File: src/adc_cfg_pkg.sv
// Package with control word layout, reset values and timing counts
package adc_cfg_pkg;
    localparam int WORD_W = 12;
    localparam int ADDR_W = 2;
    localparam logic [1:0] ADDR_INPUT_SEL = 2'h0;
    localparam logic [1:0] ADDR_FIFO_CFG = 2'h1;
    // Input select word fields
    localparam int POS_PICK_LOW = 3;
    localparam int POS_PICK_HIGH = 4;
    localparam int POS_DIFF_LOW = 5;
    localparam int POS_DIFF_HIGH = 6;
    localparam int POS_SCAN = 7;
    localparam int POS_TEST_LOW = 8;
    localparam int POS_TEST_HIGH = 9;
    localparam logic [11:0] INPUT_SEL_RESET = 12'h020;
    // Fifo config word fields
    localparam int POS_SOFT_RESET = 0;
    localparam int POS_FIFO_CLEAR = 1;
    localparam int POS_THR_LOW = 2;
    localparam int POS_THR_HIGH = 3;
    localparam int POS_FLAG_KIND = 4;
    localparam int POS_FLAG_POL = 5;
    localparam logic [11:0] FIFO_CFG_RESET = 12'h030;
    // Start-up after soft reset, in conversion clocks
    localparam int STARTUP_CYCLES = 5;
    localparam int FIFO_DEPTH = 16;

    typedef enum logic [1:0] {
        SRC_NORMAL = 2'h0,
        SRC_REF_HIGH = 2'h1,
        SRC_REF_MID = 2'h2,
        SRC_REF_LOW = 2'h3
    } conv_source_t;

    typedef enum logic [2:0] {
        SEL_POS_SE = 3'h0,
        SEL_NEG_SE = 3'h1,
        SEL_DIFF = 3'h2,
        SEL_SCAN = 3'h3,
        SEL_RESERVED = 3'h4
    } input_mode_t;

    typedef enum logic [1:0] {
        ST_STARTUP = 2'h0,
        ST_RUN = 2'h1
    } run_state_t;

    function automatic logic [4:0] thr_level(input logic [1:0] code, input logic two_ch);
        case (code)
            2'h0: thr_level = two_ch ? 5'h02 : 5'h01;
            2'h1: thr_level = 5'h04;
            2'h2: thr_level = 5'h08;
            default: thr_level = two_ch ? 5'h0C : 5'h0E;
        endcase
    endfunction : thr_level
endpackage : adc_cfg_pkg

File: src/flag_if.sv
// Interface carrying fill level and flag settings to the flag generator
`timescale 1ns/100ps
interface flag_if;
    logic [4:0] fill;
    logic [4:0] level;
    logic pulse_kind;
    logic active_high;
    logic flag;
    modport ctrl (output fill, output level, output pulse_kind, output active_high, input flag);
    modport gen (input fill, input level, input pulse_kind, input active_high, output flag);
endinterface : flag_if

File: src/ready_flag_gen.sv
// Samples-ready flag generator: threshold compare, kind and polarity
`timescale 1ns/100ps
module ready_flag_gen
    import adc_cfg_pkg::*;
(
    input wire logic mclk,
    input wire logic rst_n,
    flag_if.gen fi
);
    logic reached_r;
    logic reached_nxt;
    logic flag_r;
    logic flag_nxt;

    always_comb begin
        reached_nxt = fi.fill >= fi.level;
        // Pulse marks only the crossing, so one interrupt per threshold
        if (fi.pulse_kind) begin
            flag_nxt = reached_nxt && !reached_r;
        end else begin
            flag_nxt = reached_nxt;
        end
    end

    always_ff @(posedge mclk) begin
        if (!rst_n) begin
            reached_r <= 1'b0;
            flag_r <= 1'b0;
        end else begin
            reached_r <= reached_nxt;
            flag_r <= flag_nxt;
        end
    end

    assign fi.flag = fi.active_high ? flag_r : !flag_r;
endmodule : ready_flag_gen

File: src/adc_input_and_fifo_control.sv
// Control words, input selection and sample FIFO of the converter
`timescale 1ns/100ps
// Function
// - Input config comes from bits 3 to 7 of the input select word.
// - All selection zero: low pick bit picks positive or negative single-ended.
// - Only low differential bit set: convert positive minus negative differentially.
// - Scan with pick 01: alternate positive and negative, positive first.
// - Test bits 8-9 pick normal, upper, mid or lower reference.
// - Fifo config word is write-only, no readback.
// - Soft reset bit restores both words, clears FIFO and offset.
// - Five clocks after soft reset before first sample enters FIFO.
// - Fifo clear bit empties FIFO, other fields take the written values.
// - Threshold field sets fill level that asserts samples-ready.
// - Threshold codes mean 1,4,8,14 or 2,4,8,12 samples.
// - Kind bit: 0 static level, 1 pulse.
// - Polarity bit: 1 active high, 0 active low.
module adc_input_and_fifo_control
    import adc_cfg_pkg::*;
#(
    parameter int DATA_W = 10,
    parameter int DEPTH = FIFO_DEPTH
) (
    input wire logic mclk,
    input wire logic rst_n,
    input wire logic wr_strobe,
    input wire logic rd_strobe,
    input wire logic [ADDR_W-1:0] reg_addr,
    input wire logic [WORD_W-1:0] wr_data,
    input wire logic [DATA_W-1:0] positive_analog_input,
    input wire logic [DATA_W-1:0] negative_analog_input,
    input wire logic [DATA_W-1:0] upper_reference_level,
    input wire logic [DATA_W-1:0] lower_reference_level,
    input wire logic sample_tick,
    output logic [DATA_W-1:0] rd_data,
    output logic fifo_empty,
    output logic samples_ready_flag,
    output logic [2:0] input_mode,
    output logic [1:0] conv_source,
    output logic offset_clear
);
    if (DEPTH != 16 || DATA_W < 2) begin : g_bad_params
        $error("Unsupported FIFO depth or data width");
    end

    localparam int PW = $clog2(DEPTH);

    logic [WORD_W-1:0] sel_r;
    logic [WORD_W-1:0] sel_nxt;
    logic [WORD_W-1:0] cfg_r;
    logic [WORD_W-1:0] cfg_nxt;
    run_state_t state_r;
    run_state_t state_nxt;
    logic [2:0] wait_r;
    logic [2:0] wait_nxt;
    logic scan_neg_r;
    logic scan_neg_nxt;
    logic [PW-1:0] wp_r;
    logic [PW-1:0] wp_nxt;
    logic [PW-1:0] rp_r;
    logic [PW-1:0] rp_nxt;
    logic [PW:0] cnt_r;
    logic [PW:0] cnt_nxt;
    logic [DATA_W-1:0] mem_r [DEPTH];
    logic [DATA_W-1:0] rd_data_r;
    logic [DATA_W-1:0] rd_data_nxt;
    logic off_clr_r;
    logic off_clr_nxt;

    logic soft_rst;
    logic fifo_clr;
    logic wr_sel;
    logic wr_cfg;
    logic [4:0] sel_field;
    input_mode_t mode;
    logic [DATA_W-1:0] sample;
    logic push;
    logic pop;
    flag_if fi ();

    assign wr_sel = wr_strobe && reg_addr == ADDR_INPUT_SEL;
    assign wr_cfg = wr_strobe && reg_addr == ADDR_FIFO_CFG;
    assign soft_rst = wr_cfg && wr_data[POS_SOFT_RESET];
    assign fifo_clr = wr_cfg && wr_data[POS_FIFO_CLEAR];

    // Selection decode; any reserved pattern converts nothing
    assign sel_field = sel_r[POS_SCAN:POS_PICK_LOW];
    always_comb begin
        case (sel_field)
            5'h00: mode = SEL_POS_SE;
            5'h01: mode = SEL_NEG_SE;
            5'h04: mode = SEL_DIFF;
            5'h11: mode = SEL_SCAN;
            default: mode = SEL_RESERVED;
        endcase
    end

    function automatic logic [DATA_W-1:0] mid_ref(input logic [DATA_W-1:0] a,
                                                   input logic [DATA_W-1:0] b);
        logic [DATA_W:0] s;
        s = {1'b0, a} + {1'b0, b};
        mid_ref = s[DATA_W:1];
    endfunction : mid_ref

    always_comb begin
        case (conv_source_t'(sel_r[POS_TEST_HIGH:POS_TEST_LOW]))
            SRC_REF_HIGH: sample = upper_reference_level;
            SRC_REF_MID: sample = mid_ref(upper_reference_level, lower_reference_level);
            SRC_REF_LOW: sample = lower_reference_level;
            default: begin
                case (mode)
                    SEL_NEG_SE: sample = negative_analog_input;
                    SEL_DIFF: sample = DATA_W'(positive_analog_input - negative_analog_input);
                    SEL_SCAN: sample = scan_neg_r ? negative_analog_input
                                                  : positive_analog_input;
                    default: sample = positive_analog_input;
                endcase
            end
        endcase
    end

    // Full FIFO drops new samples rather than overwrite unread data
    assign push = sample_tick && state_r == ST_RUN && mode != SEL_RESERVED
                  && cnt_r != (PW+1)'(DEPTH) && !soft_rst && !fifo_clr;
    assign pop = rd_strobe && cnt_r != '0 && !soft_rst && !fifo_clr;

    always_comb begin
        sel_nxt = sel_r;
        cfg_nxt = cfg_r;
        state_nxt = state_r;
        wait_nxt = wait_r;
        scan_neg_nxt = scan_neg_r;
        wp_nxt = wp_r;
        rp_nxt = rp_r;
        cnt_nxt = cnt_r;
        rd_data_nxt = rd_data_r;
        off_clr_nxt = 1'b0;
        if (wr_sel) begin
            sel_nxt = wr_data;
            scan_neg_nxt = 1'b0;
        end
        if (wr_cfg) begin
            // Strobe bits self-clear; they act only on the write
            cfg_nxt = wr_data & ~12'h003;
        end
        if (state_r == ST_STARTUP) begin
            if (wait_r == 3'(STARTUP_CYCLES - 1)) begin
                state_nxt = ST_RUN;
            end else begin
                wait_nxt = wait_r + 3'h1;
            end
        end
        if (push) begin
            wp_nxt = wp_r + PW'(1);
            if (mode == SEL_SCAN) begin
                scan_neg_nxt = !scan_neg_r;
            end
        end
        if (pop) begin
            rd_data_nxt = mem_r[rp_r];
            rp_nxt = rp_r + PW'(1);
        end
        cnt_nxt = cnt_r + (PW+1)'(push) - (PW+1)'(pop);
        if (fifo_clr) begin
            wp_nxt = '0;
            rp_nxt = '0;
            cnt_nxt = '0;
        end
        if (soft_rst) begin
            sel_nxt = INPUT_SEL_RESET;
            cfg_nxt = FIFO_CFG_RESET;
            wp_nxt = '0;
            rp_nxt = '0;
            cnt_nxt = '0;
            scan_neg_nxt = 1'b0;
            off_clr_nxt = 1'b1;
            state_nxt = ST_STARTUP;
            wait_nxt = '0;
        end
    end

    always_ff @(posedge mclk) begin
        if (!rst_n) begin
            sel_r <= INPUT_SEL_RESET;
            cfg_r <= FIFO_CFG_RESET;
            state_r <= ST_STARTUP;
            wait_r <= '0;
            scan_neg_r <= 1'b0;
            wp_r <= '0;
            rp_r <= '0;
            cnt_r <= '0;
            rd_data_r <= '0;
            off_clr_r <= 1'b0;
        end else begin
            sel_r <= sel_nxt;
            cfg_r <= cfg_nxt;
            state_r <= state_nxt;
            wait_r <= wait_nxt;
            scan_neg_r <= scan_neg_nxt;
            wp_r <= wp_nxt;
            rp_r <= rp_nxt;
            cnt_r <= cnt_nxt;
            rd_data_r <= rd_data_nxt;
            off_clr_r <= off_clr_nxt;
        end
    end

    // Sample storage carries no reset; pointers define validity
    always_ff @(posedge mclk) begin
        if (push) begin
            mem_r[wp_r] <= sample;
        end
    end

    assign fi.fill = cnt_r;
    // Autoscan fills with two inputs, so it takes the two-channel levels
    assign fi.level = thr_level(cfg_r[POS_THR_HIGH:POS_THR_LOW], mode == SEL_SCAN);
    assign fi.pulse_kind = cfg_r[POS_FLAG_KIND];
    assign fi.active_high = cfg_r[POS_FLAG_POL];

    ready_flag_gen u_flag (
        .mclk(mclk),
        .rst_n(rst_n),
        .fi(fi)
    );

    assign samples_ready_flag = fi.flag;
    assign rd_data = rd_data_r;
    assign fifo_empty = cnt_r == '0;
    assign input_mode = mode;
    assign conv_source = sel_r[POS_TEST_HIGH:POS_TEST_LOW];
    assign offset_clear = off_clr_r;
endmodule : adc_input_and_fifo_control

File: config.mk
export PLATFORM = sky130hd
export DESIGN_NAME = adc_input_and_fifo_control
export DESIGN_NICKNAME = d
export VERILOG_FILES = /design/src/adc_cfg_pkg.sv /design/src/flag_if.sv /design/src/ready_flag_gen.sv /design/src/adc_input_and_fifo_control.sv
export SDC_FILE = /design/constraint.sdc
export NUM_CORES = 1
export LEC_CHECK = 0
export CAP_MARGIN = 5
export CORE_ASPECT_RATIO = 0.7
export CORE_MARGIN = 4
export CORE_UTILIZATION = 61
export CTS_CLUSTER_DIAMETER = 40
export DETAILED_ROUTE_END_ITERATION = 8
export DONT_BUFFER_PORTS = 1
export GPL_TIMING_DRIVEN = 0
export PLACE_DENSITY = 0.77
export SETUP_SLACK_MARGIN = 0.02
export SLEW_MARGIN = 30
export SYNTH_ARGS = -nofsm -noshare
export SYNTH_HDL_FRONTEND = slang
export SYNTH_SLANG_ARGS = --single-unit
File: constraint.sdc
create_clock -name mclk -period 6.97 [get_ports mclk]
set_input_delay 0.697 -clock mclk [delete_from_list [all_inputs] [get_ports mclk]]
set_output_delay 0.697 -clock mclk [all_outputs]
set_load 0.01 [all_outputs]
# Yosys cells after proc, flatten, opt, wreduce, memory -nomap -nowiden
# Memories as Yosys holds them, arrays and structs flattened. A register that Yosys moved wholly into a read port is not among the register bits.
# Index checks and enable logic that the tools add are counted.
# totals
ff_bits,35
mem_bits_rw,160
in_bits,59
output_inout_bits,18
elab_cells,81
n_memories,1
# op_classes
n_addsub,7
n_lt_le_gt_ge,1
eq_ne,15
muxes,15
bitwise_logic,2
n_reduce_logical,29
# memory_table
name,depth,word_bits,read_ports,rd_clocked_by_memory_dff,write_ports,line,text
mem_r,16,10,1,1,1,adc_input_and_fifo_control.sv:63,logic [DATA_W-1:0] mem_r [DEPTH];
# ops
cell,count
$pmux W10 S3,2
$logic_and A1 B1 Y1,13
$pmux W3 S4,1
$pmux W4 S3,1
$add A10 B10 Y11,1
$logic_not A5 Y1,2
$mux W10,1
$sub A10 B10 Y10,1
$add A4 B1 Y4 const B,2
$mux W1,8
$eq A2 B1 Y1 const B,3
$eq A2 B2 Y1 const B,3
$eq A3 B2 Y1 const B,2
$logic_not A1 Y1,6
$logic_not A2 Y1,3
$add A5 B1 Y5,1
$eq A5 B1 Y1 const B,1
$eq A5 B3 Y1 const B,1
$eq A5 B5 Y1 const B,1
$ge A5 B4 Y1,1
$ne A5 B5 Y1 const B,1
$reduce_bool A5 Y1,1
$sub A5 B1 Y5,1
$mux W2,2
other kinds (8),10

# Logic depth before layout (Yosys ltp)
# Gate-level depths: netlist of run 1.
# logic_depth
ltp_word,9
ltp_mapped,16
depth_no_buf,16

# Hierarchy
# Synthesis of run 1 repeated with hierarchy kept, for this count alone.
# unflattened
hier_cells,668
area_unflattened_um2,9461.6
# by_module_without_submodules
module,n_inst,cells_per_inst,area_each_um2,seq_area_each_um2
adc_input_and_fifo_control,1,647,9277.6,5605.4
ready_flag_gen,1,21,183.9,40.0

# Least setup slack after synthesis of run 1
# Ideal clock, no wire load.
# synth_path
path_type,input port to flip-flop
startpoint,input port upper_reference_level[0]
endpoint,memory mem_r[0][5] (data pin)
setup_ns,0.348
arrival_ns,2.740
required_time_ns,6.622
path_slack_ns,3.883
stages,8
path_buffers,0
cell_sequence,and2_1 > fa_1 > a211oi_1 > nor2_1 > o21ai_0 > nor2b_1 > xor2_1 > a221oi_1
# synth_via
elab_chain_len,2
# synth_rtl
element,line,text
start: declaration,adc_input_and_fifo_control.sv:31,"input wire logic [DATA_W-1:0] upper_reference_level,"
$add A10 B10 Y11,adc_input_and_fifo_control.sv:100,"s = {1'b0, a} + {1'b0, b};"
$pmux W10 S3,adc_input_and_fifo_control.sv:105,case (conv_source_t'(sel_r[POS_TEST_HIGH:POS_TEST_LOW]))
net sample[5],adc_input_and_fifo_control.sv:75,logic [DATA_W-1:0] sample;
end: declaration,adc_input_and_fifo_control.sv:63,
# The timed path passes the listed nets, and every way through them passes these cells.

# Worst setup path in the final report of run 1
# layout_path
startpoint,register cnt_r[2]
endpoint,register cnt_r[4]
# layout_via
word_cells_on_any_way,10
cone_classes,2 x add/sub; 1 x eq/ne; 7 x reduce/logical
# layout_rtl
element,line,text
start: declaration,adc_input_and_fifo_control.sv:61,logic [PW:0] cnt_r;
start signal: assignment,adc_input_and_fifo_control.sv:201,cnt_r <= cnt_nxt;
$reduce_bool A5 Y1,adc_input_and_fifo_control.sv:124,assign pop = rd_strobe && cnt_r != '0 && !soft_rst && !fifo_clr;
$logic_and A1 B1 Y1 (3 in a row),adc_input_and_fifo_control.sv:124,
net pop,adc_input_and_fifo_control.sv:77,logic pop;
$sub A5 B1 Y5,adc_input_and_fifo_control.sv:162,cnt_nxt = cnt_r + (PW+1)'(push) - (PW+1)'(pop);
# The timed path passes the listed nets, and every way through them passes these cells.
# A chain may end at the register's enable or synchronous reset.

==> results of run 1 <==
==> cell usage after synthesis (10+ instances only) <==
| master | instances |
|---|---|
| sky130_fd_sc_hd__o21ai_0 | 20 |
| sky130_fd_sc_hd__mux4_2 | 50 |
| sky130_fd_sc_hd__xnor2_1 | 14 |
| sky130_fd_sc_hd__ha_1 | 35 |
| sky130_fd_sc_hd__edfxtp_1 | 160 |
| sky130_fd_sc_hd__a21oi_1 | 24 |
| sky130_fd_sc_hd__clkbuf_1 | 18 |
| sky130_fd_sc_hd__o21ai_1 | 10 |
| sky130_fd_sc_hd__nand2_1 | 48 |
| sky130_fd_sc_hd__nor2_1 | 58 |
| sky130_fd_sc_hd__inv_1 | 28 |
| sky130_fd_sc_hd__xor2_1 | 10 |
| sky130_fd_sc_hd__dfxtp_1 | 42 |
| sky130_fd_sc_hd__mux2i_1 | 13 |
==> final cells by class <==
type | count | area, um2 | share of cell area, %
repair buffers | 7 | 52.6 | 0.502
clock buffers | 24 | 579 | 5.53
clock inverters | 16 | 168 | 1.60
multi-input cells | 397 | 3540 | 33.8
plain buffers | 28 | 136 | 1.30
flip-flops and latches | 202 | 5650 | 53.9
well taps | 195 | 244 | 2.33
inverters | 28 | 105 | 1.00
==> cell usage in the layout, fill, tap and decap left out, types with 6 or more instances in the layout <==
cell / count
sky130_fd_sc_hd__xnor2_1: 14
sky130_fd_sc_hd__nor2b_1: 7
sky130_fd_sc_hd__edfxtp_1: 160
sky130_fd_sc_hd__inv_1: 28
sky130_fd_sc_hd__nand3_1: 8
sky130_fd_sc_hd__nand2b_1: 7
sky130_fd_sc_hd__clkbuf_16: 23
sky130_fd_sc_hd__nand2_1: 48
sky130_fd_sc_hd__mux2i_1: 13
sky130_fd_sc_hd__xor2_1: 10
sky130_fd_sc_hd__o21ai_0: 20
sky130_fd_sc_hd__dfxtp_1: 42
sky130_fd_sc_hd__o21ai_1: 10
sky130_fd_sc_hd__clkbuf_1: 19
sky130_fd_sc_hd__nor2_2: 13
sky130_fd_sc_hd__mux4_2: 50
sky130_fd_sc_hd__a21o_1: 8
sky130_fd_sc_hd__buf_4: 13
sky130_fd_sc_hd__and3_1: 6
sky130_fd_sc_hd__nor2_1: 46
sky130_fd_sc_hd__ha_1: 35
sky130_fd_sc_hd__a21oi_1: 21
==> metrics by stage <==
| step | hold slack (ns) | instance area (um2) |
|---|---|---|
| 5_1_grt | 0.329 | 10500 |
| 6_report | 0.336 | 10500 |
| 3_5_place_dp | 0.433 | 9690 |
| 4_1_cts | 0.329 | 10400 |
| 3_3_place_gp | 0.409 | 9570 |
| 2_1_floorplan | 0.396 | 9330 |
==> power by group <==
group	switching [mW]	internal, mW	total [mW]
combinational	0.386	0.308	0.695
sequential	0.0412	1.41	1.45
clock	0.490	0.688	1.18
==> per-layer routing <==
layer,GRT usage (%),vias up
li1,-,2572
met1,36.4,2915
met2,38.4,274
met3,6.14,44
met4,6.53,2
met5,0,-
==> final timing paths <==
| check | slack [ns] | to | from | cells after the start |
|---|---|---|---|---|
| hold / removal | 0.34 | cfg_r[4]$_SDFFE_PP1P_ | wr_data[4] | 2 |
| hold reg to reg | 0.44 | u_flag.flag_r$_SDFF_PN0_ | u_flag.reached_r$_SDFF_PN0_ | 1 |
| setup reg to reg | 3.47 | cnt_r[4]$_SDFF_PP0_ | cnt_r[2]$_SDFF_PP0_ | 15 |
| setup / recovery | 3.47 | cnt_r[4]$_SDFF_PP0_ | cnt_r[2]$_SDFF_PP0_ | 15 |
==> logic make-up (layout without fill, tap and decap cells) <==
| group | count (synthesis) | count (layout) | synth area share (%) |
|---|---|---|---|
| simple gates | 167 | 167 | 8.45 |
| buf+inv | 56 | 103 | 2.57 |
| flops | 202 | 202 | 60.5 |
| compound gates | 104 | 104 | 7.30 |
| xor+xnor | 24 | 24 | 2.25 |
| mux | 64 | 64 | 13.6 |
| fa+ha+maj | 38 | 38 | 5.34 |
==> sequential cells by signal, indices dropped and copies added, names as in the netlist <==
signal and count:
state_r 1, mem_r 160, rp_r 4, cnt_r 5
wp_r 4, u_flag.reached_r 1, rd_data 10, scan_neg_r 1
cfg_r 4, offset_clear 1, u_flag.flag_r 1, sel_r 7
wait_r 3
==> summary by stage, run 1 <==
Outcome
The run finished with clean final reports.

Final layout
The post-route netlist has 18.9% of its cells at a drive strength greater than 1. The final-layout fill cell count is about 960. The finished layout holds approximately 900 standard cells, fillers aside. The layout overhead on the synthesized area is 12.2%. The core utilization of the finished layout is a little over two thirds.

For this run, the post-layout net count is 783. The final antenna diode count is 0.

Worst setup path
Among the stages of the critical path, the cell type that occurs most often is sky130_fd_sc_hd__inv_1. The signal on the critical path passes through inv_1 -> ha_1 -> nor4b_1 -> nor2_1 -> clkbuf_1 -> ha_1 -> inv_1 -> ha_1 -> inv_1 -> fa_1 -> inv_1 -> a21oi_1 -> nor2_1 -> or3_1 -> a21oi_1. The dominant delay contributor by cell family on the critical path is simple AND/OR/NAND/NOR gates. Together, buffers and inverters on the worst path number 5. The type of the worst setup path is reg -> reg. The highest cell delay on the worst timing path is between 0.6 and 0.7 ns. For this design, the slowest cell found on the critical path is sky130_fd_sc_hd__nor4b_1. At the worst endpoint, the arrival time is a little under 4 ns. STA classifies the critical path startpoint as a register. The required time of the critical path is roughly 7.4 ns. Along the worst path, the maximum fanout reaches 10. The critical path capture point type is a register.

Global routing
Entering global routing, the biggest net connects 17 pins. The global router's overall resource usage is roughly 25%. The via count of the first global-routing pass is about 5900. Global routing finished with a remaining overflow of 0. The first-pass GRT wire length is approximately 33000 um.

The number of antenna violations at the first check in global routing is 1.

Detailed routing
The post-route DRC violation count is 0. Signal routing reaches up to met5. After the first detailed-routing iteration, the DRC count stood at between 600 and 700. After detailed routing, the number of vias per cell comes to 6.47. For this block, the via count after detailed routing is roughly 5800. The number of routed nets with antenna violations is 0. The detailed-route wire length on metal 1 is a little over 9000 um. The count of TritonRoute iterations in the first routing pass is 5. For this block, the routed nets add up to about 21000 um of wire. The met3 wirelength from detailed routing is ~2000 um. The met2 wirelength from detailed routing is just under 10000 um.

After detailed routing, the average wire length per cell comes to 23.8 um.

Hold path
The path class of the tightest hold or removal check is in -> reg.

Logic synthesis
The count of synthesis-stage warnings from yosys is 0. The synthesized design devotes to its leading area cell type 51.5% of total area. The mean instance size in the synthesized netlist is 14.2 um2.

After synthesis, the cell types taking the most area are sky130_fd_sc_hd__edfxtp_1 51%, sky130_fd_sc_hd__mux4_2 12%, sky130_fd_sc_hd__dfxtp_1 9.0%. The number of nets in the synthesized netlist is ~750. The register area share after synthesis is around 60%. The count of flip-flops with a built-in enable after synthesis is 160. For this run, the leading register cell type out of synthesis is sky130_fd_sc_hd__edfxtp_1. The register bit total from synthesis is slightly above 200. The post-synthesis cell area is ~9300 um2.

For this run, asynchronously set or reset flops after synthesis account for 0%. The netlist uses 63 different library cells. The largest total area in the synthesized netlist belongs to sky130_fd_sc_hd__edfxtp_1. After technology mapping, the gate count stands at 655.

Timing
The number of pins with negative max-slew slack in the final report is 0. The slew of the pin with the lowest slew margin is between 0.8 and 0.9 ns. For the final routed database, the setup TNS stands at 0 ns. Dividing the final minimum period by the clock period gives 50.2%. The final-report setup violation count is 0. The number of hold-slack violations in the final timing report is 0. Static timing analysis puts the maximum clock frequency at ~290 MHz. The minimum clock period after layout is between 3 and 4 ns. Setup repair after global routing left no endpoint under its margin. The remaining max-slew budget at the tightest pin is around 40%. For the final database, setup skew stands at ~0.013 ns. The post-route worst setup slack is between 3 and 4 ns.

Power and ir drop
Overall power consumption after layout is estimated at roughly 3.3 mW. In this run the power density over the cells is ~320 nW/um2. In this run the static leakage power is ~3.5 nW. The worst IR drop on VDD is approximately 0.16 mV.

Die
Once the floorplan was initialized, standard cells occupied about 63% of the core. The die height is between 100 and 150 um. The region available for standard cell placement spans ~15000 um2. The total die area is 17400 um2. The die width is 156 um. Pin placement for this block handled 77 I/O pins. The floorplan has 37 rows.

Clocking
TritonCTS built the clock tree. Buffers inserted to repair hold after CTS numbered 0. CTS built an H-tree with a depth of 1. Counting every sink on the clock net gives between 200 and 250.

Post-CTS repair changed the size of 0 cells. The tree is rooted in a sky130_fd_sc_hd__clkbuf_16. The clock passes through at most 3 buffers. TritonCTS created 22 clock buffers.

The clock reaches the later pin of the worst-skew pair after around 0.50 ns. The post-CTS setup buffer count is 0. The CTS clock-pin slew for the worst setup and hold paths is approximately 0.06 ns.

Job
Across the run, the number of max-cap violations was 0.

Placement
The congestion estimate from routability-driven global placement came to between 0.9 and 1. The pre-CTS worst setup slack is around 3.5 ns. The half-perimeter wire length of the detailed placement result is 14900 um. The count of buffers added on input and output ports is 0. The number of placed instances, taps included, is 857.
No activity file was read; power rests on OpenSTA's default activity.
==> run 2: changes to the inputs <==
--- a/config.mk
+++ b/config.mk
@@ -8,12 +8,12 @@
 export CAP_MARGIN = 5
 export CORE_ASPECT_RATIO = 0.7
 export CORE_MARGIN = 4
-export CORE_UTILIZATION = 61
+export CORE_UTILIZATION = 57
 export CTS_CLUSTER_DIAMETER = 40
 export DETAILED_ROUTE_END_ITERATION = 8
 export DONT_BUFFER_PORTS = 1
 export GPL_TIMING_DRIVEN = 0
-export PLACE_DENSITY = 0.77
+export PLACE_DENSITY = 0.75
 export SETUP_SLACK_MARGIN = 0.02
 export SLEW_MARGIN = 30
 export SYNTH_ARGS = -nofsm -noshare
==> constraint.sdc (replaced) <==
create_clock -name mclk -period 2.97 [get_ports mclk]
set_input_delay 0.297 -clock mclk [delete_from_list [all_inputs] [get_ports mclk]]
set_output_delay 0.297 -clock mclk [all_outputs]
set_load 0.01 [all_outputs]
==> summary by stage, run 2 (synthesized netlist as in run 1, its figures left out) <==
Worst setup path
The path length in cells of the critical path came to 16 (was 15). The most frequent cell on the critical path is sky130_fd_sc_hd__inv_1 (unchanged). The highest-delay cell along the critical path is sky130_fd_sc_hd__dfxtp_2 (was sky130_fd_sc_hd__nor4b_1). The required time of the critical path is 3.39 ns (was 7.39 ns).

The peak fanout along the critical path is 3 (was 10). The data arrival time of the critical path is 3.20 ns (was 3.92 ns). The nature of the critical path startpoint is a register (unchanged). The highest cell delay on the worst timing path came to 0.35 ns (was 0.67 ns).

The critical path capture point type is a register (unchanged). Cells along the critical path: inv_1 -> ha_1 -> nand4bb_1 -> o2111ai_2 -> nor2_4 -> inv_1 -> ha_1 -> inv_1 -> ha_1 -> inv_1 -> fa_1 -> inv_1 -> a21oi_1 -> nor2_1 -> or3_1 -> a21oi_1 (was inv_1 -> ha_1 -> nor4b_1 -> nor2_1 -> clkbuf_1 -> ha_1 -> inv_1 -> ha_1 -> inv_1 -> fa_1 -> inv_1 -> a21oi_1 -> nor2_1 -> or3_1 -> a21oi_1). The dominant delay contributor by cell family on the critical path is adder cells (was simple AND/OR/NAND/NOR gates). The number of cells traversed by the worst register-to-register path is 16 (was 15). The count of buffer and inverter cells on the critical path is 5 (unchanged). The type of the worst setup path is reg -> reg (unchanged).

Timing
The remaining max-slew budget at the tightest pin is 34.8% (was 40.9%). The final-report setup violation count is 0 (unchanged). The share of the cycle needed by the critical path after routing came to 93.5% (was 50.2%). The slew of the pin with the lowest slew margin came to 0.974 ns (was 0.886 ns). The minimum clock period after layout came to 2.78 ns (was 3.50 ns).

The number of pins with negative max-slew slack in the final report is 0 (unchanged). The maximum clock skew at final layout is 0.0182 ns (was 0.0132 ns). The fmax is 360 MHz (was 286 MHz).

The number of hold-slack violations in the final timing report is 0 (unchanged). Setup repair after global routing missed its margin: false (unchanged).

Power and ir drop
The total power came to 7.77 mW (was 3.32 mW). The static leakage power is 3.63 nW (was 3.55 nW). The worst IR drop on VDD came to 0.531 mV (was 0.164 mV). The power density over the cells is 728 nW/um2 (was 318 nW/um2).

Hold path
The number of cells on the worst hold path was 3 (was 2). The class of the worst hold path is in -> reg (unchanged).

Clocking
The CTS clock-pin slew for the worst setup and hold paths is 0.06 ns (about the same). The number of buffers created by CTS is 23 (was 22). The number of H-tree branching levels is 1 (unchanged).

The clock latency of the later-clocked register in the worst-skew pair is 0.50 ns (about the same). The clock tree from TritonCTS was yes (unchanged). The clock tree buffer depth came to 3 (unchanged). The cell at the root of the clock tree is sky130_fd_sc_hd__clkbuf_16 (unchanged).

The TritonCTS sink count is 202 (unchanged).

Global routing
The first-pass GRT wire length is 32400 um (was 33300 um). The maximum number of pins on one net before global-route repair came to 17 (unchanged). The number of antenna violations at the first check in global routing is 0 (was 1). The leftover overflow at the end of global routing is 0 (unchanged). The global router's overall resource usage was 22.6% (was 25.0%).

The via count of the first global-routing pass is 5846 (was 5868).

Job
The number of max-cap violations was 0 (unchanged).

Die
The total die area is 18500 um2 (was 17400 um2). The I/O pin count is 77 (unchanged). The die width is 161 um (was 156 um). The area of the core came to 15800 um2 (was 14900 um2). The die height came to 115 um (was 111 um). The initial cell density of the core came to 59.1% (was 62.8%).

The number of standard-cell rows in the floorplan came to 38 (was 37).

Final layout
The ratio of cells with drive above 1 in the final layout was 19.9% (was 18.9%). Most frequent cells in the layout: 160 x sky130_fd_sc_hd__edfxtp_1, 50 x sky130_fd_sc_hd__mux4_2, 48 x sky130_fd_sc_hd__nand2_1 (unchanged). The most common library cell in the layout ignoring fill and taps is sky130_fd_sc_hd__edfxtp_1 (unchanged). The register bank with the most flops is mem_r (unchanged). The net total in the final layout was 799 (was 783). The layout overhead on the synthesized area is 14.3% (was 12.2%). The final antenna diode count is 0 (unchanged).

The count of placed standard cells in the final layout, fillers left out is 938 (was 897). The number of flip-flops in the largest register is 160 (unchanged). The post-route cell area is 10700 um2 (was 10500 um2).

Placement
The half-perimeter wire length of the detailed placement result was 14800 um (was 14900 um). The final weighted congestion of routability-driven global placement is 0.912 (was 0.909). The number of input and output port buffers inserted was 0 (unchanged). The instance area after placement is 9730 um2 (was 9690 um2). The post-placement cell count was 882 (was 857).

Detailed routing
The post-route DRC violation count came to 0 (unchanged). The total number of vias was 5801 (was 5807). The DRC marker count from the first detailed-route iteration is 529 (was 658). The detailed-route wire length on metal 1 came to 8990 um (was 9080 um). The highest layer used for signal routing was met4 (was met5). The count of TritonRoute iterations in the first routing pass is 5 (unchanged). The average wire per standard cell is 21.9 um (was 23.8 um). The met3 wirelength from detailed routing is 1890 um (was 1970 um). The met2 wirelength from detailed routing is 9450 um (was 9760 um).

The via density per instance is 6.18 (was 6.47). The number of routed nets with antenna violations came to 0 (unchanged). The routed wire length is 20600 um (was 21400 um).

Outcome
Outcome: completed (unchanged).
==> run 2: cell count changes in the layout (fill, tap and decap cells not counted), sizes merged <==
cell,previous run,this run
clkinv,9,4
dlygate4sd3,0,9
buf,16,24
bufinv,2,1
clkbuf,43,47
clkinvlp,2,0
inv,31,34
==> run 2: area by class of cell <==
type	count	area (um2)
sequential	202	5650
fill	1082	5120
multi-input combinational	397	3580
clock buffer	30	623
tap	220	275
timing repair buffer	23	194
buffer	27	131
clock inverter	11	109
inverter	28	105
==> run 2: worst paths after layout <==
check | endpoint | startpoint | slack (ns)
worst max-delay path | cnt_r[4]$_SDFF_PP0_ | cnt_r[2]$_SDFF_PP0_ | 0.19
worst min register to register | u_flag.flag_r$_SDFF_PN0_ | u_flag.reached_r$_SDFF_PN0_ | 0.41
worst max register to register | cnt_r[4]$_SDFF_PP0_ | cnt_r[2]$_SDFF_PP0_ | 0.19
worst min-delay path | scan_neg_r$_SDFF_PP0_ | wr_data[0] | 0.08
==> run 2: what timing repair did <==
action	4_1_cts	5_1_grt
hold endpoints to repair	12	0
hold buffers	9	0
pin swaps	1	2
resized for setup	5	8
endpoints found under the setup margin	29	11
buffers inserted	1	5
==> run 2: worst reg2reg max path, delay by kind of cell, from the launching register on <==
| family | cells | cell delay [ns] |
|---|---|---|
| AO/OA/AOI/OAI | 3 | 0.46 |
| adder cells (fa/ha/maj) | 4 | 0.88 |
| buffers and inverters | 5 | 0.31 |
| flip-flops | 1 | 0.35 |
| AND/OR/NAND/NOR | 4 | 0.72 |
==> run 2: where the power goes <==
group          switching, mW  internal, mW  total [mW]
logic                  0.901         0.746        1.65
clock network           1.10          1.59        2.70
registers              0.110          3.31        3.42
==> run 2: metrics by stage <==
stage	util, %	hold slack, ns	setup slack (ns)	TNS (ns)
3_5_place_dp	61.6	0.416	-0.225	-0.236
3_3_place_gp	60.9	0.407	-0.467	-27.43
2_1_floorplan	-	0.396	0.201	0
6_report	67.6	0.0841	0.193	0
5_1_grt	67.6	0.111	0.00596	0
4_1_cts	67.0	0.0713	0.0241	0
==> run 2: routing by layer <==
layer | vias up | track usage [%]
met3 | 20 | 6.27
li1 | 2613 | -
met1 | 2926 | 32.9
met2 | 242 | 35.2
met4 | 0 | 4.49
met5 | - | 0
==> run 3: changes to the inputs <==
--- a/config.mk
+++ b/config.mk
@@ -8,14 +8,15 @@
 export CAP_MARGIN = 5
 export CORE_ASPECT_RATIO = 0.7
 export CORE_MARGIN = 4
-export CORE_UTILIZATION = 57
+export CORE_UTILIZATION = 61
 export CTS_CLUSTER_DIAMETER = 40
 export DETAILED_ROUTE_END_ITERATION = 8
 export DONT_BUFFER_PORTS = 1
 export GPL_TIMING_DRIVEN = 0
-export PLACE_DENSITY = 0.75
+export PLACE_DENSITY = 0.77
 export SETUP_SLACK_MARGIN = 0.02
 export SLEW_MARGIN = 30
 export SYNTH_ARGS = -nofsm -noshare
 export SYNTH_HDL_FRONTEND = slang
+export SYNTH_HIERARCHICAL = 1
 export SYNTH_SLANG_ARGS = --single-unit
==> constraint.sdc (replaced) <==
create_clock -name mclk -period 2.85 [get_ports mclk]
set_input_delay 0.285 -clock mclk [delete_from_list [all_inputs] [get_ports mclk]]
set_output_delay 0.285 -clock mclk [all_outputs]
set_load 0.01 [all_outputs]
==> summary by stage, run 3 <==
Job
The number of max-cap violations is 0 (unchanged).

Logic synthesis
The basic-gate share of the synthesized area counting and, or, nand and nor cells was 8.62% (was 8.45%). The register bit total from synthesis is 202 (unchanged). The share of cell area taken by muxes after synthesis is 14.1% (was 13.6%). The most instantiated flip-flop cell in the synthesis netlist is sky130_fd_sc_hd__edfxtp_1 (unchanged). The adder-cell area share of the yosys netlist was 5.40% (was 5.34%). The xor/xnor share of the synthesized area came to 2.13% (was 2.25%). The count of cell types in the netlist is 63 (unchanged). The async set or reset register ratio after synthesis is 0% (unchanged). The post-synthesis cell area is 9460 um2 (was 9330 um2). Ranking of synthesized cells by instance count: 160 x sky130_fd_sc_hd__edfxtp_1, 58 x sky130_fd_sc_hd__nand2_1, 55 x sky130_fd_sc_hd__nor2_1 (was 160 x sky130_fd_sc_hd__edfxtp_1, 58 x sky130_fd_sc_hd__nor2_1, 50 x sky130_fd_sc_hd__mux4_2). The count of synthesis-stage warnings from yosys is 6 (was 0). The count of flip-flops with a built-in enable after synthesis was 160 (unchanged).

The register area share after synthesis was 59.7% (was 60.5%). Top area cells in the synthesized netlist: sky130_fd_sc_hd__edfxtp_1 51%, sky130_fd_sc_hd__dfxtp_1 8.9%, sky130_fd_sc_hd__mux4_2 6.7% (was sky130_fd_sc_hd__edfxtp_1 51%, sky130_fd_sc_hd__mux4_2 12%, sky130_fd_sc_hd__dfxtp_1 9.0%). The mean instance size in the synthesized netlist was 14.2 um2 (about the same). The synthesized-area fraction occupied by ao, oa, aoi and oai cells is 6.80% (was 7.30%). The most frequent cell after synthesis is sky130_fd_sc_hd__edfxtp_1 (unchanged). The library cell with the largest summed area after synthesis is sky130_fd_sc_hd__edfxtp_1 (unchanged). The number of nets in the synthesized netlist was 766 (was 752). The area fraction of the dominant cell type after synthesis is 50.8% (was 51.5%). The count of mapped cells out of synthesis is 668 (was 655). The main combinational cell family by area after synthesis is multiplexers (unchanged).

Worst setup path
The nature of the critical path startpoint is a register (unchanged). The data arrival time of the critical path came to 3.25 ns (was 3.20 ns). Cells along the critical path: inv_2 -> ha_4 -> nor4b_4 -> and3b_2 -> buf_12 -> ha_4 -> inv_2 -> ha_4 -> fa_2 -> a21oi_2 -> nor2_2 -> or3_1 -> a21oi_2 (was inv_1 -> ha_1 -> nand4bb_1 -> o2111ai_2 -> nor2_4 -> inv_1 -> ha_1 -> inv_1 -> ha_1 -> inv_1 -> fa_1 -> inv_1 -> a21oi_1 -> nor2_1 -> or3_1 -> a21oi_1). The type of the worst setup path was reg -> reg (unchanged).

The most frequent cell on the critical path was sky130_fd_sc_hd__ha_4 (was sky130_fd_sc_hd__inv_1). The critical path capture point type is a register (unchanged). The required time of the critical path is 3.27 ns (was 3.39 ns). The peak fanout along the critical path is 3 (unchanged). The highest cell delay on the worst timing path came to 0.39 ns (was 0.35 ns).

The highest-delay cell along the critical path is sky130_fd_sc_hd__or3_1 (was sky130_fd_sc_hd__dfxtp_2).

Power and ir drop
The worst IR drop on VDD is 0.572 mV (was 0.531 mV). The total power is 8.23 mW (was 7.77 mW). The power density over the cells is 760 nW/um2 (was 728 nW/um2).

The static leakage power is 3.74 nW (was 3.63 nW).

Clocking
The number of buffers created by CTS is 21 (was 23). The CTS clock-pin slew for the worst setup and hold paths is 0.07 ns (was 0.06 ns). The clock tree buffer depth was 3 (unchanged). The clock latency of the later-clocked register in the worst-skew pair is 0.48 ns (was 0.50 ns).

The cell at the root of the clock tree is sky130_fd_sc_hd__clkbuf_16 (unchanged). The clock tree from TritonCTS is yes (unchanged). The number of H-tree branching levels is 1 (unchanged).

The TritonCTS sink count is 202 (unchanged).

Timing
The number of pins with negative max-slew slack in the final report is 0 (unchanged). The post-route setup TNS came to 0 ns (unchanged). The slew of the pin with the lowest slew margin is 0.769 ns (was 0.974 ns).

Setup repair after global routing missed its margin: true (was false). The post-route worst setup slack is 0.0194 ns (was 0.193 ns). The minimum clock period after layout is 2.83 ns (was 2.78 ns). The number of hold-slack violations in the final timing report is 0 (unchanged). The share of the cycle needed by the critical path after routing was 99.3% (was 93.5%). The final-report setup violation count is 0 (unchanged).

The maximum clock skew at final layout came to 0.00748 ns (was 0.0182 ns). The post-route worst hold slack came to 0.0707 ns (was 0.0841 ns). The fmax was 353 MHz (was 360 MHz). The remaining max-slew budget at the tightest pin is 48.6% (was 34.8%).

Final layout
The count of placed standard cells in the final layout, fillers left out is 922 (was 938). The layout overhead on the synthesized area is 14.4% (was 14.3%). The ratio of cells with drive above 1 in the final layout was 18.7% (was 19.9%).

The post-route cell area is 10800 um2 (was 10700 um2). The number of flip-flops in the largest register was 160 (unchanged). The register bank with the most flops is mem_r (unchanged). The net total in the final layout is 812 (was 799). Most frequent cells in the layout: 160 x sky130_fd_sc_hd__edfxtp_1, 58 x sky130_fd_sc_hd__nand2_1, 40 x sky130_fd_sc_hd__nor2_1 (was 160 x sky130_fd_sc_hd__edfxtp_1, 50 x sky130_fd_sc_hd__mux4_2, 48 x sky130_fd_sc_hd__nand2_1). The final antenna diode count was 0 (unchanged). The most common library cell in the layout ignoring fill and taps is sky130_fd_sc_hd__edfxtp_1 (unchanged).

The core utilization of the finished layout is 72.4% (was 67.6%).

Detailed routing
The via density per instance is 6.40 (was 6.18). The average wire per standard cell is 23.7 um (was 21.9 um). The post-route DRC violation count is 0 (unchanged). The DRC marker count from the first detailed-route iteration was 592 (was 529). The number of routed nets with antenna violations is 0 (unchanged).

The routed wire length is 21900 um (was 20600 um). The total number of vias is 5904 (was 5801). The count of TritonRoute iterations in the first routing pass is 5 (unchanged).

Placement
The number of input and output port buffers inserted is 0 (unchanged). The half-perimeter wire length of the detailed placement result was 15300 um (was 14800 um). The post-placement cell count is 867 (was 882). The instance area after placement is 9830 um2 (was 9730 um2). The pre-CTS worst setup slack is -0.246 ns (was -0.225 ns). The final weighted congestion of routability-driven global placement is 0.925 (was 0.912).

Global routing
The number of antenna violations at the first check in global routing came to 0 (unchanged). The first-pass GRT wire length came to 33200 um (was 32400 um). The maximum number of pins on one net before global-route repair is 17 (unchanged). The leftover overflow at the end of global routing came to 0 (unchanged). The via count of the first global-routing pass is 5724 (was 5846). The global router's overall resource usage is 24.6% (was 22.6%).

Outcome
Outcome: completed (unchanged).

Die
The number of standard-cell rows in the floorplan is 37 (was 38). The initial cell density of the core is 63.3% (was 59.1%). The total die area is 17600 um2 (was 18500 um2). The I/O pin count is 77 (unchanged).

The die height came to 112 um (was 115 um). The area of the core was 15000 um2 (was 15800 um2). The die width came to 157 um (was 161 um).

Hold path
The class of the worst hold path is in -> reg (unchanged).
## run 3: per-layer routing
layer / part of all wire [%] / vias to the layer above / GRT usage [%]
met5: 0 / - / 0
met4: 2.3 / 0 / 5.03
met3: 6.9 / 48 / 4.89
met2: 46 / 230 / 37.9
met1: 44 / 2980 / 37.2
li1: - / 2646 / -
## run 3: report_power, final
group / internal [mW] / switching [mW]
clock: 1.71 / 1.12
combinational: 0.852 / 0.991
sequential: 3.44 / 0.111
## run 3: layout make-up
cell class / instances / area [um2]
Sequential cell: 202 / 5650
Tap cell: 195 / 244
Buffer: 31 / 190
Clock buffer: 25 / 571
Multi-Input combinational cell: 400 / 3690
Timing Repair Buffer: 24 / 209
Inverter: 34 / 128
Fill cell: 929 / 4130
Clock inverter: 11 / 148
## run 3: what timing repair did
item                       in CTS  in global routing
setup endpoints to repair      17                  1
buffers inserted                0                  9
hold buffers                   10                  0
resized for setup              10                 15
pin swaps                       1                  6
hold endpoints to repair       13                  0
## run 3: path summary, 6_finish.rpt
check                                                 start                  endpoint  slack (ns)  cells after the start
worst max-delay path                    cnt_r[2]$_SDFF_PP0_       cnt_r[4]$_SDFF_PP0_        0.02                     13
worst min-delay path                             wr_data[0]     cfg_r[2]$_SDFFE_PP0N_        0.07                      3
worst max register to register          cnt_r[2]$_SDFF_PP0_       cnt_r[4]$_SDFF_PP0_        0.02                     13
worst min register to register  u_flag/reached_r$_SDFF_PN0_  u_flag/flag_r$_SDFF_PN0_        0.40                      1
## run 3: cells by family after synthesis
kind of cell	count (synthesis)
DFF	202
xor gates and xnor gates	23
AOI/OAI and AO/OA	98
muxes	63
buffers and inverters	66
and+or+nand+nor	176
other	1
adders and majority gates	39
## run 3: critical path, delay by kind of cell, from the launching register on
kind / cells / cell delay (ns)
AOI/OAI and AO/OA: 2 / 0.26
adders and majority gates: 4 / 0.93
buffers and inverters: 3 / 0.25
DFF: 1 / 0.34
and+or+nand+nor: 4 / 0.99
